`config.mk`:
```
export PLATFORM = sky130hd
export DESIGN_NAME = sarh_host
export DESIGN_NICKNAME = d
export VERILOG_FILES = /design/src/rtl/sarh_sync.v /design/src/rtl/sarh_fifo.v /design/src/rtl/sarh_host.v
export VERILOG_INCLUDE_DIRS = /design/src /design/src/rtl
export SDC_FILE = /design/constraint.sdc
export NUM_CORES = 1
export LEC_CHECK = 0
export ABC_AREA = 1
export ABC_CLOCK_PERIOD_IN_PS = 2450
export BUFFER_PORTS_ARGS = -buffer_cell sky130_fd_sc_hd__buf_2
export CORE_MARGIN = 1.5
export CORE_UTILIZATION = 62
export DETAILED_ROUTE_END_ITERATION = 12
export GPL_TIMING_DRIVEN = 0
export MAX_ROUTING_LAYER = met4
export PLACE_DENSITY = 0.8
export SKIP_LAST_GASP = 1
export SYNTH_ARGS = -nofsm -noshare
export SYNTH_HDL_FRONTEND = slang
export SYNTH_SLANG_ARGS = --single-unit
```
`constraint.sdc`:
```
create_clock -name core_clk -period 2.45 [get_ports core_clk]
set_input_delay 0.1225 -clock core_clk [delete_from_list [all_inputs] [get_ports core_clk]]
set_output_delay 0.1225 -clock core_clk [all_outputs]
set_load 0.005 [all_outputs]
```
`src/rtl/sarh_consts.vh`:
```
// Constants of the converter host controller.
`ifndef SARH_CONSTS_VH
`define SARH_CONSTS_VH
// Timing figures in ns and the core clock period in ns.
`define SARH_CLK_PERIOD_NS   5
`define SARH_T_CONV_MAX_NS   1400
`define SARH_T_CONV_MIN_NS   500
`define SARH_T_HIGH_NS       10
`define SARH_T_LOW_NS        20
`define SARH_T_SETUP_NS      5
`define SARH_T_SCLK_HALF_NS  15
// Cycle counts: all round up except the minimum conversion time, which rounds down.
`define SARH_CONV_MAX_CYC ((`SARH_T_CONV_MAX_NS + `SARH_CLK_PERIOD_NS - 1) / `SARH_CLK_PERIOD_NS)
`define SARH_CONV_MIN_CYC (`SARH_T_CONV_MIN_NS / `SARH_CLK_PERIOD_NS)
`define SARH_HIGH_CYC ((`SARH_T_HIGH_NS + `SARH_CLK_PERIOD_NS - 1) / `SARH_CLK_PERIOD_NS)
`define SARH_LOW_CYC ((`SARH_T_LOW_NS + `SARH_CLK_PERIOD_NS - 1) / `SARH_CLK_PERIOD_NS)
`define SARH_SETUP_CYC ((`SARH_T_SETUP_NS + `SARH_CLK_PERIOD_NS - 1) / `SARH_CLK_PERIOD_NS)
`define SARH_HALF_CYC ((`SARH_T_SCLK_HALF_NS + `SARH_CLK_PERIOD_NS - 1) / `SARH_CLK_PERIOD_NS)
// Result format.
`define SARH_RESULT_BITS     16
`define SARH_FULL_CODE       16'hFFFF
`define SARH_MID_CODE        16'h8000
`define SARH_ZERO_CODE       16'h0000
// Mode field of the command: bit 0 busy bit, bit 1 4-wire.
`define SARH_MODE_BUSY_BIT   0
`define SARH_MODE_FOUR_BIT   1
`endif

```
`src/rtl/sarh_sync.v`:
```
// Three-stage synchroniser for one pin input.
`timescale 1ns/10ps
`default_nettype none
module sarh_sync
(
  input  wire core_clk,
  input  wire rst,
  input  wire pin_in,
  output reg  level_reg
);
  reg s1_reg;
  reg s2_reg;
  reg s3_reg;
  // A change counts once the second and third stages agree.
  always @(posedge core_clk or posedge rst)
  begin
    if (rst)
    begin
      s1_reg    <= 1'b0;
      s2_reg    <= 1'b0;
      s3_reg    <= 1'b0;
      level_reg <= 1'b0;
    end
    else
    begin
      s1_reg <= pin_in;
      s2_reg <= s1_reg;
      s3_reg <= s2_reg;
      if (s2_reg == s3_reg)
        level_reg <= s3_reg;
    end
  end
endmodule // sarh_sync
`default_nettype wire

```
`src/rtl/sarh_fifo.v`:
```
// Result FIFO with valid and ready on both sides.
`timescale 1ns/10ps
`default_nettype none
module sarh_fifo
#(
  parameter WIDTH = 16,
  parameter DEPTH = 8,
  parameter AW    = 3
)
(
  input  wire             core_clk,
  input  wire             rst,
  input  wire [WIDTH-1:0] in_data,
  input  wire             in_valid,
  output wire             in_ready,
  output wire [WIDTH-1:0] out_data,
  output wire             out_valid,
  input  wire             out_ready
);
  reg [WIDTH-1:0] mem_reg [0:DEPTH-1];
  reg [AW-1:0]    wr_ptr_reg;
  reg [AW-1:0]    rd_ptr_reg;
  reg [AW:0]      count_reg;
  wire            push;
  wire            pop;
  assign in_ready  = (count_reg != DEPTH[AW:0]);
  assign out_valid = (count_reg != {(AW+1){1'b0}});
  assign out_data  = mem_reg[rd_ptr_reg];
  assign push      = in_valid & in_ready;
  assign pop       = out_valid & out_ready;
  always @(posedge core_clk)
  begin
    if (push)
      mem_reg[wr_ptr_reg] <= in_data;
  end
  always @(posedge core_clk or posedge rst)
  begin
    if (rst)
    begin
      wr_ptr_reg <= {AW{1'b0}};
      rd_ptr_reg <= {AW{1'b0}};
      count_reg  <= {(AW+1){1'b0}};
    end
    else
    begin
      if (push)
        wr_ptr_reg <= (wr_ptr_reg == DEPTH[AW-1:0] - 1'b1) ? {AW{1'b0}} : wr_ptr_reg + 1'b1;
      if (pop)
        rd_ptr_reg <= (rd_ptr_reg == DEPTH[AW-1:0] - 1'b1) ? {AW{1'b0}} : rd_ptr_reg + 1'b1;
      if (push && !pop)
        count_reg <= count_reg + 1'b1;
      else if (pop && !push)
        count_reg <= count_reg - 1'b1;
    end
  end
endmodule // sarh_fifo
`default_nettype wire

```
`src/rtl/sarh_host.v`:
```
// Host controller that runs conversions and reads results serially.
`timescale 1ns/10ps
`default_nettype none
`include "sarh_consts.vh"
module sarh_host
#(
  parameter RESULT_BITS = `SARH_RESULT_BITS,
  parameter FIFO_DEPTH  = 8
)
(
  input  wire                   core_clk,
  input  wire                   rst,
  input  wire                   start_req,
  input  wire [1:0]             start_mode,
  output wire                   start_ready,
  output wire [RESULT_BITS-1:0] result_data,
  output wire                   result_valid,
  input  wire                   result_ready,
  output reg                    busy_seen_reg,
  output wire                   conversion_start_pin,
  output wire                   serial_input_pin,
  output wire                   sclk_pin,
  input  wire                   serial_output_pin
);
  // ****************************************************************
  // Constants and states
  // ****************************************************************
  localparam [3:0] ST_IDLE   = 4'd0;
  localparam [3:0] ST_SETUP  = 4'd1;
  localparam [3:0] ST_HIGH   = 4'd2;
  localparam [3:0] ST_CONV   = 4'd3;
  localparam [3:0] ST_SEL    = 4'd4;
  localparam [3:0] ST_FIRST  = 4'd5;
  localparam [3:0] ST_CLK_HI = 4'd6;
  localparam [3:0] ST_CLK_LO = 4'd7;
  localparam [3:0] ST_PUSH   = 4'd8;
  localparam [3:0] ST_GAP    = 4'd9;
  localparam [11:0] CONV_MAX = `SARH_CONV_MAX_CYC;
  localparam [11:0] CONV_MIN = `SARH_CONV_MIN_CYC;
  localparam [11:0] HIGH_CYC = `SARH_HIGH_CYC;
  localparam [11:0] LOW_CYC  = `SARH_LOW_CYC;
  localparam [11:0] SET_CYC  = `SARH_SETUP_CYC;
  localparam [11:0] HALF_CYC = `SARH_HALF_CYC;
  // Three synchroniser stages: first sample waits this many half periods.
  localparam [11:0] SAMPLE_LAG = 12'h0004;

  // ****************************************************************
  // Registers
  // ****************************************************************
  reg [3:0]             state_reg;
  reg [3:0]             state_next;
  reg [11:0]            timer_reg;
  reg [11:0]            timer_next;
  reg [4:0]             bit_cnt_reg;
  reg [4:0]             bit_cnt_next;
  reg [RESULT_BITS-1:0] shift_reg;
  reg [RESULT_BITS-1:0] shift_next;
  reg                   busy_mode_reg;
  reg                   busy_mode_next;
  reg                   four_wire_reg;
  reg                   four_wire_next;
  reg                   push_reg;
  reg                   push_next;
  reg                   busy_seen_next;
  reg                   start_pin_reg;
  reg                   start_pin_next;
  reg                   select_pin_reg;
  reg                   select_pin_next;
  reg                   sclk_reg;
  reg                   sclk_next;
  wire                  sdo_level;
  wire                  fifo_in_ready;
  wire [4:0]            total_bits;

  sarh_sync u_sdo_sync
  (
    .core_clk  (core_clk),
    .rst       (rst),
    .pin_in    (serial_output_pin),
    .level_reg (sdo_level)
  );

  sarh_fifo
  #(
    .WIDTH (RESULT_BITS),
    .DEPTH (FIFO_DEPTH),
    .AW    (3)
  )
  u_fifo
  (
    .core_clk  (core_clk),
    .rst       (rst),
    .in_data   (shift_reg),
    .in_valid  (push_reg),
    .in_ready  (fifo_in_ready),
    .out_data  (result_data),
    .out_valid (result_valid),
    .out_ready (result_ready)
  );

  // A new conversion is only taken while the FIFO has room, so back-pressure stalls starts.
  assign start_ready = (state_reg == ST_IDLE) && fifo_in_ready;
  // Busy bit adds one leading bit and one falling edge.
  assign total_bits  = busy_mode_reg ? 5'd17 : 5'd16;

  // ****************************************************************
  // Pin outputs
  // ****************************************************************
  // Pins come straight from flip-flops so they never glitch between states.
  assign conversion_start_pin = start_pin_reg;
  assign serial_input_pin     = select_pin_reg;
  assign sclk_pin             = sclk_reg;

  // ****************************************************************
  // Sequencer
  // ****************************************************************
  always @*
  begin
    state_next      = state_reg;
    timer_next      = timer_reg;
    bit_cnt_next    = bit_cnt_reg;
    shift_next      = shift_reg;
    busy_mode_next  = busy_mode_reg;
    four_wire_next  = four_wire_reg;
    push_next       = 1'b0;
    busy_seen_next  = busy_seen_reg;
    start_pin_next  = start_pin_reg;
    select_pin_next = select_pin_reg;
    sclk_next       = sclk_reg;
    case (state_reg)
      ST_IDLE:
      begin
        sclk_next = 1'b0;
        if (start_req && fifo_in_ready)
        begin
          busy_mode_next  = start_mode[`SARH_MODE_BUSY_BIT];
          four_wire_next  = start_mode[`SARH_MODE_FOUR_BIT];
          // Start pin goes low first so its rise can begin the conversion.
          start_pin_next  = 1'b0;
          select_pin_next = 1'b1;
          timer_next      = LOW_CYC;
          state_next      = ST_SETUP;
        end
      end
      ST_SETUP:
      begin
        // Select pin is held high here, so start low never meets select low.
        if (timer_reg <= SET_CYC)
        begin
          start_pin_next = 1'b1;
          timer_next     = HIGH_CYC;
          state_next     = ST_HIGH;
        end
        else
          timer_next = timer_reg - 1'b1;
      end
      ST_HIGH:
      begin
        if (timer_reg <= 12'h001)
        begin
          // Busy request: 3-wire lowers start, 4-wire lowers select, before minimum time.
          if (busy_mode_reg && !four_wire_reg)
            start_pin_next = 1'b0;
          else if (busy_mode_reg)
            select_pin_next = 1'b0;
          timer_next = CONV_MAX;
          state_next = ST_CONV;
        end
        else
          timer_next = timer_reg - 1'b1;
      end
      ST_CONV:
      begin
        // Wait past the maximum conversion time, clock stopped, level held.
        if (timer_reg <= 12'h001)
        begin
          bit_cnt_next = 5'd0;
          if (busy_mode_reg)
          begin
            timer_next = SAMPLE_LAG * HALF_CYC;
            state_next = ST_FIRST;
          end
          else
          begin
            timer_next = LOW_CYC;
            state_next = ST_SEL;
          end
        end
        else
          timer_next = timer_reg - 1'b1;
      end
      ST_SEL:
      begin
        // No busy bit: the selecting falling edge presents the MSB.
        if (four_wire_reg)
          select_pin_next = 1'b0;
        else
          start_pin_next = 1'b0;
        timer_next = SAMPLE_LAG * HALF_CYC;
        state_next = ST_FIRST;
      end
      ST_FIRST:
      begin
        // Let the first bit settle through the synchroniser before sampling.
        if (timer_reg <= 12'h001)
        begin
          shift_next     = {shift_reg[RESULT_BITS-2:0], sdo_level};
          bit_cnt_next   = 5'd1;
          // A frame without a busy bit clears the flag, so it reports the last frame.
          busy_seen_next = busy_mode_reg & ~sdo_level;
          sclk_next      = 1'b1;
          timer_next     = HALF_CYC;
          state_next     = ST_CLK_HI;
        end
        else
          timer_next = timer_reg - 1'b1;
      end
      ST_CLK_HI:
      begin
        if (timer_reg <= 12'h001)
        begin
          // Falling edge: device shifts the next lower bit out.
          sclk_next  = 1'b0;
          timer_next = SAMPLE_LAG * HALF_CYC;
          if (bit_cnt_reg == total_bits)
            state_next = ST_PUSH;
          else
            state_next = ST_CLK_LO;
        end
        else
          timer_next = timer_reg - 1'b1;
      end
      ST_CLK_LO:
      begin
        if (timer_reg <= 12'h001)
        begin
          // The busy bit is dropped out of the word by shifting past it.
          shift_next   = {shift_reg[RESULT_BITS-2:0], sdo_level};
          bit_cnt_next = bit_cnt_reg + 1'b1;
          sclk_next    = 1'b1;
          timer_next   = HALF_CYC;
          state_next   = ST_CLK_HI;
        end
        else
          timer_next = timer_reg - 1'b1;
      end
      ST_PUSH:
      begin
        // Releasing start or select floats the device output.
        start_pin_next  = 1'b1;
        select_pin_next = 1'b1;
        push_next       = 1'b1;
        // In 3-wire modes this rise starts a new conversion, so it is waited out.
        if (four_wire_reg)
          timer_next = LOW_CYC;
        else
          timer_next = CONV_MAX;
        state_next      = ST_GAP;
      end
      ST_GAP:
      begin
        if (timer_reg <= 12'h001)
          state_next = ST_IDLE;
        else
          timer_next = timer_reg - 1'b1;
      end
      default:
      begin
        state_next = ST_IDLE;
      end
    endcase
  end

  // ****************************************************************
  // State registers
  // ****************************************************************
  always @(posedge core_clk or posedge rst)
  begin
    if (rst)
    begin
      state_reg      <= ST_IDLE;
      timer_reg      <= 12'h000;
      bit_cnt_reg    <= 5'd0;
      shift_reg      <= {RESULT_BITS{1'b0}};
      busy_mode_reg  <= 1'b0;
      four_wire_reg  <= 1'b0;
      push_reg       <= 1'b0;
      busy_seen_reg  <= 1'b0;
      start_pin_reg  <= 1'b1;
      select_pin_reg <= 1'b1;
      sclk_reg       <= 1'b0;
    end
    else
    begin
      state_reg      <= state_next;
      timer_reg      <= timer_next;
      bit_cnt_reg    <= bit_cnt_next;
      shift_reg      <= shift_next;
      busy_mode_reg  <= busy_mode_next;
      four_wire_reg  <= four_wire_next;
      push_reg       <= push_next;
      busy_seen_reg  <= busy_seen_next;
      start_pin_reg  <= start_pin_next;
      select_pin_reg <= select_pin_next;
      sclk_reg       <= sclk_next;
    end
  end
endmodule // sarh_host
`default_nettype wire

```
# Yosys cells after proc, flatten, opt, wreduce, memory -nomap -nowiden
# Memory sizes are Yosys's and may differ from the RTL's.
# Cells that the tools add are included.
# word_totals
register_bits	58
memories	1
ramBits	128
in_bits	7
# memory_table
memory	words	word_bits	rd	rd_ports_with_merged_regs	write_ports	line_no	source
u_fifo.mem_reg	8	16	1	0	1	sarh_fifo.v:20	reg [WIDTH-1:0] mem_reg [0:DEPTH-1];
# op_classes
bitwise_logic	4
n_eq_ne	29
n_mux	46
n_lt_le_gt_ge	1
n_addsub	6
reduce_logical	26
# op_table
operator	n
case mux 12 bit (9 select lines)	1
2-to-1 mux 12 bit	7
2-to-1 mux 4 bit	11
case mux 4 bit (9 select lines)	1
inequality test 2 bit (second input constant)	13
== test 4 x 3 -> 1 bit (second input constant)	4
2-to-1 mux 1 bit	16
2-to-1 mux 5 bit	3
case mux 5 bit (3 select lines)	1
<= comparator 12 x 1 -> 1 bit (second input constant)	1
AND reduction 6 bit	2
subtractor 12 x 1 -> 12 bit (second input constant)	1
2-to-1 mux 9 bit	1
nonzero test 9 bit	1
== test 4 x 2 -> 1 bit (second input constant)	2
== test 4 bit (second input constant)	2
nonzero test 4 bit	2
AND reduction 7 bit	1
adder 3 x 1 -> 3 bit (second input constant)	2
== test 3 bit (second input constant)	2
2-to-1 mux 3 bit	2
AND reduction 2 bit	3
AND reduction 3 bit	2
nonzero test 3 bit	2
other kinds (20)	29

# Logic depth before layout (Yosys ltp)
# Gate-level depths: netlist (run 1).
# depth
ltp_word	6
depth_mapped	13
mapped_depth_nobuf	13

# Modules after synthesis
# Synthesis (run 1) repeated with hierarchy kept, for this count alone.
# unflattened
cells_unflattened	866
area_unflattened_um2	8395.6
# by_module_without_submodules
mod	instances	area_per_inst_um2	seq_area_each_um2	cells_each
sarh_fifo	1	5759.3	4093.9	516
sarh_host	1	2516.2	1103.6	341
sarh_sync	1	120.1	100.1	9

# Worst setup path before layout (run 1)
# Ideal clock, no wire load.
# synth_path
kind	register to register
startpoint	register u_fifo.count_reg[0]
endpoint	register u_fifo.count_reg[3]
arrival_time_ns	1.978
setup_ns	0.125
n_path_buf	0
path_stages_with_launch	14
path_slack_ns	0.346
path_cell_list	dfrtp_1 > nor2_1 > nand3_1 > nand2_1 > inv_1 > ha_1 > inv_1 > ha_1 > a21o_1 > a21oi_1 > nand2_1 > nand2_1 > nor2_1 > xor2_1
# synth_via
elab_chain_len	5
# synth_lines
element	line_no	source
start, declared	sarh_fifo.v:23	reg [AW:0] count_reg;
start signal, assigned	sarh_fifo.v:42	count_reg <= {(AW+1){1'b0}};
start signal, assigned	sarh_fifo.v:51	count_reg <= count_reg + 1'b1;
start signal, assigned	sarh_fifo.v:53	count_reg <= count_reg - 1'b1;
inequality test 4 bit *	sarh_fifo.v:26	assign in_ready = (count_reg != DEPTH[AW:0]);
bitwise AND 1 bit *	sarh_fifo.v:29	assign push = in_valid & in_ready;
net u_fifo.push	sarh_fifo.v:24	wire push;
zero test 1 bit	sarh_fifo.v:52	else if (pop && !push)
logical AND 1 bit	sarh_fifo.v:52	
nonzero test 2 bit (no source line)	n/a	
# The timed path passes the listed nets; every way through them passes the cells marked *. The select of a mux whose other input is x is not followed.
# A chain may end at the register's enable or synchronous reset.

# Worst setup path in the final report (run 1)
# layout_path
startpoint	register u_fifo.rd_ptr_reg[0]
endpoint	output result_data[10]
# layout_via
elab_chain_len	1
# layout_lines
element	line_no	source
start, declared	sarh_fifo.v:22	reg [AW-1:0] rd_ptr_reg;
start signal, assigned	sarh_fifo.v:41	rd_ptr_reg <= {AW{1'b0}};
start signal, assigned	sarh_fifo.v:49	rd_ptr_reg <= (rd_ptr_reg == DEPTH[AW-1:0] - 1'b1) ? {AW{1'b0}} : rd_ptr_reg + 1'b1;
memory (8 x 16 bit)	n/a	
end, declared	sarh_host.v:16	output wire [RESULT_BITS-1:0] result_data,
# Every way passes these cells.

==> results of run 1 <==
## power by group
group	total, mW	switching (mW)	leakage (nW)	internal, mW
Sequential	4.09	0.290	1.88	3.80
Clock	2.64	1.14	0.268	1.50
Combinational	4.40	2.88	1.60	1.52
Total	11.1	4.31	3.75	6.82
## worst max path at each step
stage                                       to  slack [ns]  depth (start not counted)
after floorplan            u_fifo.count_reg[3]        0.35                         13
after global placement    u_fifo.mem_reg[2][9]       -0.23                          6
after detailed placement   u_fifo.count_reg[3]        0.04                         13
after CTS                      result_data[13]    0.000008                          7
after global routing       u_fifo.count_reg[3]      -0.001                         12
final                          result_data[10]        0.05                          9
## routing by layer
layer | share of wire | GRT usage | vias to the layer above
met1 | 0.37 | 0.342 | 2938
met5 | 0 | - | -
met4 | 0.030 | 0.123 | 0
met3 | 0.068 | 0.0446 | 58
met2 | 0.53 | 0.512 | 287
li1 | - | - | 2823
## timing repair
action                                  in CTS  in global routing
pin swaps                                    0                  1
endpoints found under the hold margin       28                  0
resized for setup                            5                 28
endpoints found under the setup margin      12                 16
setup buffers                                0                  1
hold buffers                                 4                  0
## stage by stage
stage / total power [mW] / setup WS (ns) / instance area (um^2)
after floorplan: 6.98 / 0.346 / 8200
after global placement: 8.12 / -0.233 / 8560
after detailed placement: 8.36 / 0.0368 / 8650
after CTS: 11.0 / 0.00000822 / 9270
after global routing: 11.7 / -0.00133 / 9310
final: 11.1 / 0.0545 / 9310
## worst min-delay path, cell delays in order
cell,delay [ns]
buf_2,0.10
nand2_1,0.12
a21oi_1,0.08
## Yosys cell counts, drive strengths merged
| master | count |
|---|---|
| a211oi | 2 |
| a21o | 2 |
| a21oi | 12 |
| a22oi | 1 |
| a31oi | 17 |
| buf | 10 |
| clkbuf | 18 |
| dfrtp | 56 |
| dfstp | 2 |
| edfxtp | 128 |
| fa | 1 |
| ha | 10 |
| inv | 64 |
| maj3 | 1 |
| nand2 | 121 |
| nand3 | 18 |
| nand3b | 1 |
| nand4 | 4 |
| nor2 | 172 |
| nor3 | 8 |
| nor3b | 3 |
| o21ai | 107 |
| o22ai | 17 |
| o31ai | 3 |
| or2 | 3 |
| xnor2 | 3 |
| xor2 | 7 |
## cell type report
| class | instances | area share |
|---|---|---|
| Sequential cell | 186 | 0.569 |
| Multi-Input combinational cell | 513 | 0.275 |
| Clock buffer | 21 | 0.0473 |
| Timing Repair Buffer | 38 | 0.0284 |
| Inverter | 64 | 0.0261 |
| Tap cell | 172 | 0.0231 |
| Buffer | 28 | 0.0179 |
| Clock inverter | 11 | 0.0133 |
## cell families (layout without fill, tap and decap cells)
| family | after synthesis | count (layout) | share of synthesized area |
|---|---|---|---|
| flip-flops | 186 | 186 | 0.646 |
| AO/OA/AOI/OAI | 161 | 161 | 0.107 |
| XOR/XNOR | 10 | 10 | 0.0107 |
| AND/OR/NAND/NOR | 330 | 330 | 0.171 |
| buffers and inverters | 92 | 162 | 0.0464 |
| adder cells (fa/ha/maj) | 12 | 12 | 0.0189 |
==> summary.md, run 1 <==
| Metric | Value |
|---|---|
| Run status | finished clean |
| Syn nets | 809 |
| Detailed Routing Iterations Pass 1 | 6 |
| Cell Count Post-Placement | 996 |
| Min Hold Slack | 0.0407 ns |
| Pwr per Cell Area | 1200 nW/um^2 |
| Final Critical Period | 2.40 ns |
| Clock skew | 0.00981 ns |
| DRT iter0 DRCs | 581 |
| Overall Global Routing Usage | 0.294 |
| Inserted Diodes | 0 |
| Most frequent cells in the layout | nor2_1, edfxtp_1, nand2_1 |
| Final setup fails | 0 |
| Area growth syn-to-layout | 13.5% |
| DRC viols | 0 |
| Clk_lat worst skew | 0.44 ns |
| H-tree depth | 4 |
| CTS Buf Count | 17 |
| Reg2reg start | u_fifo.count_reg[0] |
| Crit path capture type | primary output |
| Fin util | 0.729 |
| Via count | 6106 |
| Post-Syn Area | 8200 um^2 |
| Cells after Synth | 791 |
| # IOs | 29 |
| Critical Path Start Type | register |
| Most common cell after layout, fill and taps aside | nor2_1 |
| R2r worst-path depth | 12 |
| Fin crit share | 0.978 |
| Max cap viols | 0 |
| CP Data Arrival Time | 2.27 ns |
| Gr ovfl total | 0 |
| VDD IR max | 0.690 mV |
| WS Path Type | reg -> out |
| Area of the core | 12800 um^2 |
| Final Max Slew Viols | 0 |
| Deepest clock path buffer count | 2 |
| Syn_area_per_cell | 10.4 um^2 |
| Post-synth cell types | 39 |
| CTS tree | done |
| Die ar. | 13900 um^2 |
| CTS root buffer | clkbuf_16 |
| Hold_sp | start_req |
| Buffers & Inverters on Critical Path | 5 |
| F_max | 417 MHz |
| Pin count of the biggest net entering global routing | 32 |
| Starting Density | 0.642 |
| Cells along the critical path | buf_2 > inv_1 > buf_4 > buf_4 > nor2_1 > o22ai_1 > nor2_1 > a31oi_1 > buf_2 |
| Worst setup path startpoint | u_fifo.rd_ptr_reg[0] |
| R2R Setup Slk | 0.15 ns |
| Share of cells above drive strength 1 | 0.152 |
| Die height | 118 um |
| Lkg Pwr | 3.75 nW |
| Post-synthesis sequential area ratio | 0.646 |
| Fillers | 885 |
| Synth warn | 0 |
| Max reg flops | 128 |
| Max_slew headroom | 0.282 |
| Clock transition at path regs | 0.07 ns |
| CP Max Fanout | 10 |
| Req. time, crit path | 2.33 ns |
| Clock sink total | 186 |
| Synth top area cells | edfxtp_1, dfrtp_1, nor2_1 |
| Routability congestion estimate | 0.910 |
| Synth area leader | edfxtp_1 |
| Antenna violations before repair | 0 |
| Nets | 866 |
| Hold Vio Cnt, Final | 0 |
| Critical R2R Capture | u_fifo.count_reg[3] |
| Synth Register Bits | 186 |
| WL final | 19200 um |
| Layout Cells excl Fill | 1033 |
| Multi-input combinational cell area | 2560 um^2 |
| Largest stage delay, worst path | 0.41 ns |
| TNS Setup | 0 ns |
| Hold Path Depth | 3 |
| # rows | 41 |
| Worst slew pin tran | 1.08 ns |
| HPWL after DPL | 12900 um |
| Hold endpoint | four_wire_reg |
| Post-synth top area share | 0.469 |
| Register Area | 5300 um^2 |
| PortBufs | 28 |
| WL per Instance | 18.6 um |
| CP max-delay cell | dfrtp_1 |
| DRT antenna net count | 0 |
| Min-delay worst type | in -> reg |
| Vias per Instance | 5.91 |
| Crit-path leading delay family | buffers and inverters |
| Vias in the first global route | 6034 |
| Die W | 118 um |
| First-pass GRT wire length | 30400 um |
(Power assumes the default switching activity.)
==> inputs of run 2 (changes only) <==
--- a/config.mk
+++ b/config.mk
@@ -10,11 +10,11 @@
 export ABC_CLOCK_PERIOD_IN_PS = 2450
 export BUFFER_PORTS_ARGS = -buffer_cell sky130_fd_sc_hd__buf_2
 export CORE_MARGIN = 1.5
-export CORE_UTILIZATION = 62
+export CORE_UTILIZATION = 55
 export DETAILED_ROUTE_END_ITERATION = 12
 export GPL_TIMING_DRIVEN = 0
 export MAX_ROUTING_LAYER = met4
-export PLACE_DENSITY = 0.8
+export PLACE_DENSITY = 0.72
 export SKIP_LAST_GASP = 1
 export SYNTH_ARGS = -nofsm -noshare
 export SYNTH_HDL_FRONTEND = slang
==> run 2 against run 1 <==
Against the previous run: power decreased by 1.1%; final cell count increased by 1.2%; clock skew decreased by 0.00055 ns; global-route usage decreased by 4.7 points; clock power increased by 2%; routed wire length decreased by 6.4%; sequential power about the same; register-to-register slack about the same; maximum frequency increased by 1.9%; die area increased by 12%; flip-flop and latch count unchanged; highest routed layer unchanged; via count decreased by 2.8%; critical path type unchanged.
==> summary.md, run 2 (synthesized netlist as in run 1, its figures left out) <==
| Metric | Value |
|---|---|
| Run status | finished clean (unchanged) |
| H-tree depth | 4 (unchanged) |
| # IOs | 29 (unchanged) |
| Deepest clock path buffer count | 2 (unchanged) |
| WL final | 18000 um (was 19200 um) |
| Detailed Routing Iterations Pass 1 | 5 (was 6) |
| Register Area | 5300 um^2 (about the same) |
| Clock sink total | 186 (unchanged) |
| Post-Layout Inst Area | 9290 um^2 (was 9310 um^2) |
| Fillers | 1158 (was 885) |
| Max reg flops | 128 (unchanged) |
| Inserted Diodes | 0 (unchanged) |
| Critical Path Start Type | register (unchanged) |
| CTS root buffer | clkbuf_16 (unchanged) |
| Die W | 125 um (was 118 um) |
| Area growth syn-to-layout | 13.2% (was 13.5%) |
| Die ar. | 15700 um^2 (was 13900 um^2) |
| Starting Density | 0.564 (was 0.642) |
| CP Max Fanout | 10 (unchanged) |
| Worst slew pin tran | 1.00 ns (was 1.08 ns) |
| WL per Instance | 17.2 um (was 18.6 um) |
| Clk_lat worst skew | 0.44 ns (about the same) |
| DP Worst Slack | -0.144 ns (was 0.0368 ns) |
| Most common cell after layout, fill and taps aside | nor2_1 (unchanged) |
| WS Path Type | reg -> out (unchanged) |
| Max cap viols | 0 (unchanged) |
| DRT antenna net count | 0 (unchanged) |
| F_max | 425 MHz (was 417 MHz) |
| Gr ovfl total | 0 (unchanged) |
| Routability congestion estimate | 0.922 (was 0.910) |
| CP Data Arrival Time | 2.23 ns (was 2.27 ns) |
| Vias per Instance | 5.68 (was 5.91) |
| Pwr per Cell Area | 1190 nW/um^2 (was 1200 nW/um^2) |
| Pin count of the biggest net entering global routing | 41 (was 32) |
| Post-route setup slack | 0.0992 ns (was 0.0545 ns) |
| Clock transition at path regs | 0.07 ns (about the same) |
| # rows | 44 (was 41) |
| Nets | 866 (unchanged) |
| HPWL after DPL | 12500 um (was 12900 um) |
| DRT iter0 DRCs | 473 (was 581) |
| Cell Count Post-Placement | 1008 (was 996) |
| CTS tree | done (unchanged) |
| Crit path capture type | primary output (unchanged) |
| VDD IR max | 0.540 mV (was 0.690 mV) |
| Clock skew | 0.00925 ns (was 0.00981 ns) |
| DRC viols | 0 (unchanged) |
| Final Critical Period | 2.35 ns (was 2.40 ns) |
| Antenna violations before repair | 0 (unchanged) |
| Fin crit share | 0.960 (was 0.978) |
| Final Max Slew Viols | 0 (unchanged) |
| Via count | 5933 (was 6106) |
| Overall Global Routing Usage | 0.247 (was 0.294) |
| Max_slew headroom | 0.332 (was 0.282) |
| Lkg Pwr | 3.74 nW (was 3.75 nW) |
| Placed instance area | 8630 um^2 (was 8650 um^2) |
| Die height | 125 um (was 118 um) |
| First-pass GRT wire length | 29000 um (was 30400 um) |
| Hold Vio Cnt, Final | 0 (unchanged) |
| Layout Cells excl Fill | 1045 (was 1033) |
| Most frequent cells in the layout | nor2_1, edfxtp_1, nand2_1 (unchanged) |
| Area of the core | 14500 um^2 (was 12800 um^2) |
| Vias in the first global route | 5859 (was 6034) |
| Req. time, crit path | 2.33 ns (about the same) |
| CTS Buf Count | 17 (unchanged) |
| PortBufs | 28 (unchanged) |
| Min-delay worst type | in -> reg (unchanged) |
| TNS Setup | 0 ns (unchanged) |
| Multi-input combinational cell area | 2540 um^2 (was 2560 um^2) |
| Unrepaired setup endpoints after global routing | yes |
| Final setup fails | 0 (unchanged) |
| Share of cells above drive strength 1 | 0.148 (was 0.152) |
==> run 2: cell types whose count changed in the layout (fill, tap and decap cells not counted), sizes merged <==
cell,previous run,this run
clkbuf,37,35
inv,66,68
buf,46,45
clkinv,4,5
==> run 2: report_power, final <==
group | leakage (nW) | internal, mW | switching, mW
logic | 1.58 | 1.49 | 2.75
clock network | 0.279 | 1.51 | 1.17
registers | 1.88 | 3.80 | 0.291
total | 3.74 | 6.80 | 4.21
==> run 2: what timing repair did <==
| action | CTS | global route |
|---|---|---|
| hold buffers | 4 | 0 |
| endpoints found under the setup margin | 58 | 26 |
| pin swaps | 0 | 2 |
| buffers inserted | 0 | 1 |
| hold endpoints to repair | 21 | 0 |
| resized for setup | 5 | 23 |
==> run 2: per-layer routing <==
metal | part of all wire | up-vias | wire (um) | global-route usage
li1 | - | 2805 | - | -
met1 | 0.40 | 2867 | 7200 | 0.290
met2 | 0.52 | 229 | 9380 | 0.420
met3 | 0.059 | 32 | 1060 | 0.0518
met4 | 0.018 | 0 | 319 | 0.0922
met5 | 0 | - | 0 | -
==> run 2: path summary, 6_finish.rpt <==
path	startpoint	to	slack, ns	depth (start not counted)
worst min register to register	u_sdo_sync.s1_reg	u_sdo_sync.s2_reg	0.36	0
worst min-delay path	start_req	four_wire_reg	0.05	3
worst max-delay path	u_fifo.rd_ptr_reg[1]	result_data[6]	0.1	6
worst max register to register	u_fifo.count_reg[1]	u_fifo.count_reg[3]	0.15	13
min in group asynchronous	rst	busy_seen_reg	0.22	3
max in group asynchronous	rst	shift_reg[12]	1.68	4
==> run 2: critical path, cell delays in order (launching register included) <==
cell and delay (ns):
dfrtp_1 0.47, clkbuf_1 0.41, o21ai_0 0.18, o22ai_1 0.23, nor2_1 0.07, a31oi_1 0.26
buf_2 0.18
==> run 2: stage by stage <==
stage	hold slack, ns	utilization	total power [mW]
after floorplan	0.154	-	6.98
after global placement	0.233	0.590	8.12
after detailed placement	0.142	0.594	8.28
after CTS	0.0340	0.637	11.0
after global routing	0.0614	0.639	11.7
final	0.0450	0.639	11.0
==> run 2: layout make-up <==
| class | count | share of cell area |
|---|---|---|
| Timing Repair Buffer | 38 | 0.0256 |
| Multi-Input combinational cell | 513 | 0.274 |
| Inverter | 64 | 0.0261 |
| Tap cell | 184 | 0.0248 |
| Clock inverter | 14 | 0.0158 |
| Clock buffer | 18 | 0.0462 |
| Sequential cell | 186 | 0.571 |
| Buffer | 28 | 0.0171 |
==> inputs of run 3 (changes only) <==
--- a/config.mk
+++ b/config.mk
@@ -7,13 +7,12 @@
 export NUM_CORES = 1
 export LEC_CHECK = 0
 export ABC_AREA = 1
-export ABC_CLOCK_PERIOD_IN_PS = 2450
+export ABC_CLOCK_PERIOD_IN_PS = 2200
 export BUFFER_PORTS_ARGS = -buffer_cell sky130_fd_sc_hd__buf_2
 export CORE_MARGIN = 1.5
 export CORE_UTILIZATION = 55
 export DETAILED_ROUTE_END_ITERATION = 12
 export GPL_TIMING_DRIVEN = 0
-export MAX_ROUTING_LAYER = met4
 export PLACE_DENSITY = 0.72
 export SKIP_LAST_GASP = 1
 export SYNTH_ARGS = -nofsm -noshare
==> constraint.sdc (replaced) <==
create_clock -name core_clk -period 2.2 [get_ports core_clk]
set_input_delay 0.11 -clock core_clk [delete_from_list [all_inputs] [get_ports core_clk]]
set_output_delay 0.11 -clock core_clk [all_outputs]
set_load 0.005 [all_outputs]
==> run 3 against run 2 <==
Against the previous run: clock-buffer cell count decreased by 1; flip-flop and latch count unchanged; setup slack got worse by 0.054 ns; combinational power increased by 20%; global-route usage decreased by 0.56 points.
==> summary.md, run 3 (synthesized netlist as in run 1, its figures left out) <==
| Metric | Value |
|---|---|
| Pin count of the biggest net entering global routing | 32 (was 41) |
| Hold_sp | start_req (unchanged) |
| Crit path capture type | register (was primary output) |
| CTS Buf Count | 17 (unchanged) |
| Fillers | 1127 (was 1158) |
| DP Worst Slack | -0.391 ns (was -0.144 ns) |
| Routability congestion estimate | 0.915 (was 0.922) |
| Overall Global Routing Usage | 0.241 (was 0.247) |
| Share of cells above drive strength 1 | 0.177 (was 0.148) |
| Post-route setup slack | 0.0450 ns (was 0.0992 ns) |
| Power Total | 12.9 mW (was 11.0 mW) |
| Most common cell after layout, fill and taps aside | nor2_1 (unchanged) |
| Final setup fails | 0 (unchanged) |
| Detailed Routing Iterations Pass 1 | 6 (was 5) |
| Clock skew | 0.00854 ns (was 0.00925 ns) |
| Die W | 125 um (unchanged) |
| Antenna violations before repair | 0 (unchanged) |
| DRT antenna net count | 0 (unchanged) |
| Clk_lat worst skew | 0.44 ns (about the same) |
| Final Max Slew Viols | 0 (unchanged) |
| Gr ovfl total | 0 (unchanged) |
| Wire length on met3 | 1020 um (was 1060 um) |
| Clock sink total | 186 (unchanged) |
| Pwr per Cell Area | 1350 nW/um^2 (was 1190 nW/um^2) |
| Most frequent cells in the layout | nor2_1, edfxtp_1, nand2_1 (unchanged) |
| CTS tree | done (unchanged) |
| Reg2reg start | u_fifo.count_reg[1] (unchanged) |
| Via count | 5913 (was 5933) |
| PortBufs | 28 (unchanged) |
| Max_slew headroom | 0.418 (was 0.332) |
| Vias in the first global route | 5956 (was 5859) |
| VDD IR max | 0.708 mV (was 0.540 mV) |
| HPWL after DPL | 12500 um (about the same) |
| Worst slew pin tran | 0.872 ns (was 1.00 ns) |
| Worst setup path startpoint | u_fifo.count_reg[1] (was u_fifo.rd_ptr_reg[1]) |
| Met1 Wirelength | 7370 um (was 7200 um) |
| Critical Path Start Type | register (unchanged) |
| Clock transition at path regs | 0.07 ns (about the same) |
| Vias per Instance | 5.63 (was 5.68) |
| Top Metal Used | met4 (unchanged) |
| H-tree depth | 4 (unchanged) |
| Die height | 125 um (unchanged) |
| Min-delay worst type | in -> reg (unchanged) |
| Starting Density | 0.564 (unchanged) |
| Req. time, crit path | 2.55 ns (was 2.33 ns) |
| WL final | 18200 um (was 18000 um) |
| DRC viols | 0 (unchanged) |
| Area of the core | 14500 um^2 (unchanged) |
| Die ar. | 15700 um^2 (unchanged) |
| Max cap viols | 0 (unchanged) |
| # IOs | 29 (unchanged) |
| # rows | 44 (unchanged) |
| CTS root buffer | clkbuf_16 (unchanged) |
| CP Max Fanout | 5 (was 10) |
| WS Path Type | reg -> reg (was reg -> out) |
| CP Data Arrival Time | 2.51 ns (was 2.23 ns) |
| F_max | 464 MHz |
| Lkg Pwr | 3.83 nW (was 3.74 nW) |
| Area growth syn-to-layout | 16.2% (was 13.2%) |
| Deepest clock path buffer count | 2 (unchanged) |
| Nets | 872 (was 866) |
| Run status | finished clean (unchanged) |
| Inserted Diodes | 0 (unchanged) |
| Final Critical Period | 2.15 ns |
| Hold Vio Cnt, Final | 0 (unchanged) |
| DRT iter0 DRCs | 502 (was 473) |
| DR WL met2 | 9470 um (was 9380 um) |
| Fin crit share | 0.980 |
| WL per Instance | 17.3 um (was 17.2 um) |
| First-pass GRT wire length | 29400 um (was 29000 um) |
| Max reg flops | 128 (unchanged) |
run 3: changes by cell type in the layout (fill, tap and decap cells not counted), moves of 3 or more:
cell and delta:
buf_8 +4, clkbuf_2 +4, dfrtp_2 +3, clkbuf_1 -8
nand2_1 -3, nor2_4 +6, nor2_2 -4, dfrtp_1 -3
clkinv_2 -4, buf_4 +3, inv_4 +3
run 3: what timing repair did:
| action | in CTS | in global routing |
|---|---|---|
| gates resized for setup | 33 | 33 |
| cloned | 0 | 1 |
| endpoints found under the hold margin | 31 | 0 |
| hold buffers | 4 | 0 |
| setup buffers | 3 | 6 |
| pin swaps | 2 | 12 |
| endpoints found under the setup margin | 136 | 56 |
run 3: worst paths after layout:
path                       slack [ns]  cells past startpoint                   end
hold / removal                   0.02                      3         four_wire_reg
setup reg to reg                 0.05                     12   u_fifo.count_reg[3]
setup / recovery                 0.05                     12   u_fifo.count_reg[3]
max in group asynchronous        1.29                      4  u_fifo.rd_ptr_reg[1]
min in group asynchronous        0.32                      3          state_reg[1]
hold reg to reg                  0.36                      0     u_sdo_sync.s2_reg
run 3: final cells by class:
class                           instances  area [um^2]  area share
Inverter                               64          250      0.0263
Clock buffer                           17          425      0.0446
Clock inverter                         14          194      0.0203
Sequential cell                       186         5300       0.556
Tap cell                              184          230      0.0242
Multi-Input combinational cell        513         2620       0.275
Timing Repair Buffer                   45          308      0.0323
Buffer                                 27          198      0.0207
run 3: per-stage QoR:
step | cells | area (um^2) | hold slack, ns | util | setup TNS [ns]
after detailed placement | 1006 | 8620 | 0.223 | 0.593 | -20.46
after floorplan | 791 | 8200 | 0.141 | - | 0
after CTS | 1044 | 9380 | 0.00954 | 0.645 | -5.84
after global routing | 1050 | 9530 | 0.0670 | 0.656 | -0.0464
after global placement | 1003 | 8570 | 0.220 | 0.590 | -39.30
final | 1050 | 9530 | 0.0230 | 0.656 | 0
run 3: metal layers:
layer | track usage | vias to the layer above
met5 | 0 | -
met4 | 0.0983 | 0
met3 | 0.0411 | 34
met2 | 0.425 | 214
met1 | 0.296 | 2841
li1 | - | 2824
run 3: report_power, final:
group / internal [mW] / switching (mW)
Clock: 1.90 / 1.31
Combinational: 1.89 / 3.20
Sequential: 4.24 / 0.333
run 3: critical path, stage by stage (launching register included):
cell and delay, ns:
dfrtp_2 0.44, nor2_4 0.16, nand3_2 0.12, nand2_4 0.11
inv_4 0.05, ha_4 0.17, inv_4 0.05, ha_1 0.23
a21o_1 0.18, a21oi_2 0.17, nor2_1 0.06, nor2_1 0.15
xor2_1 0.17
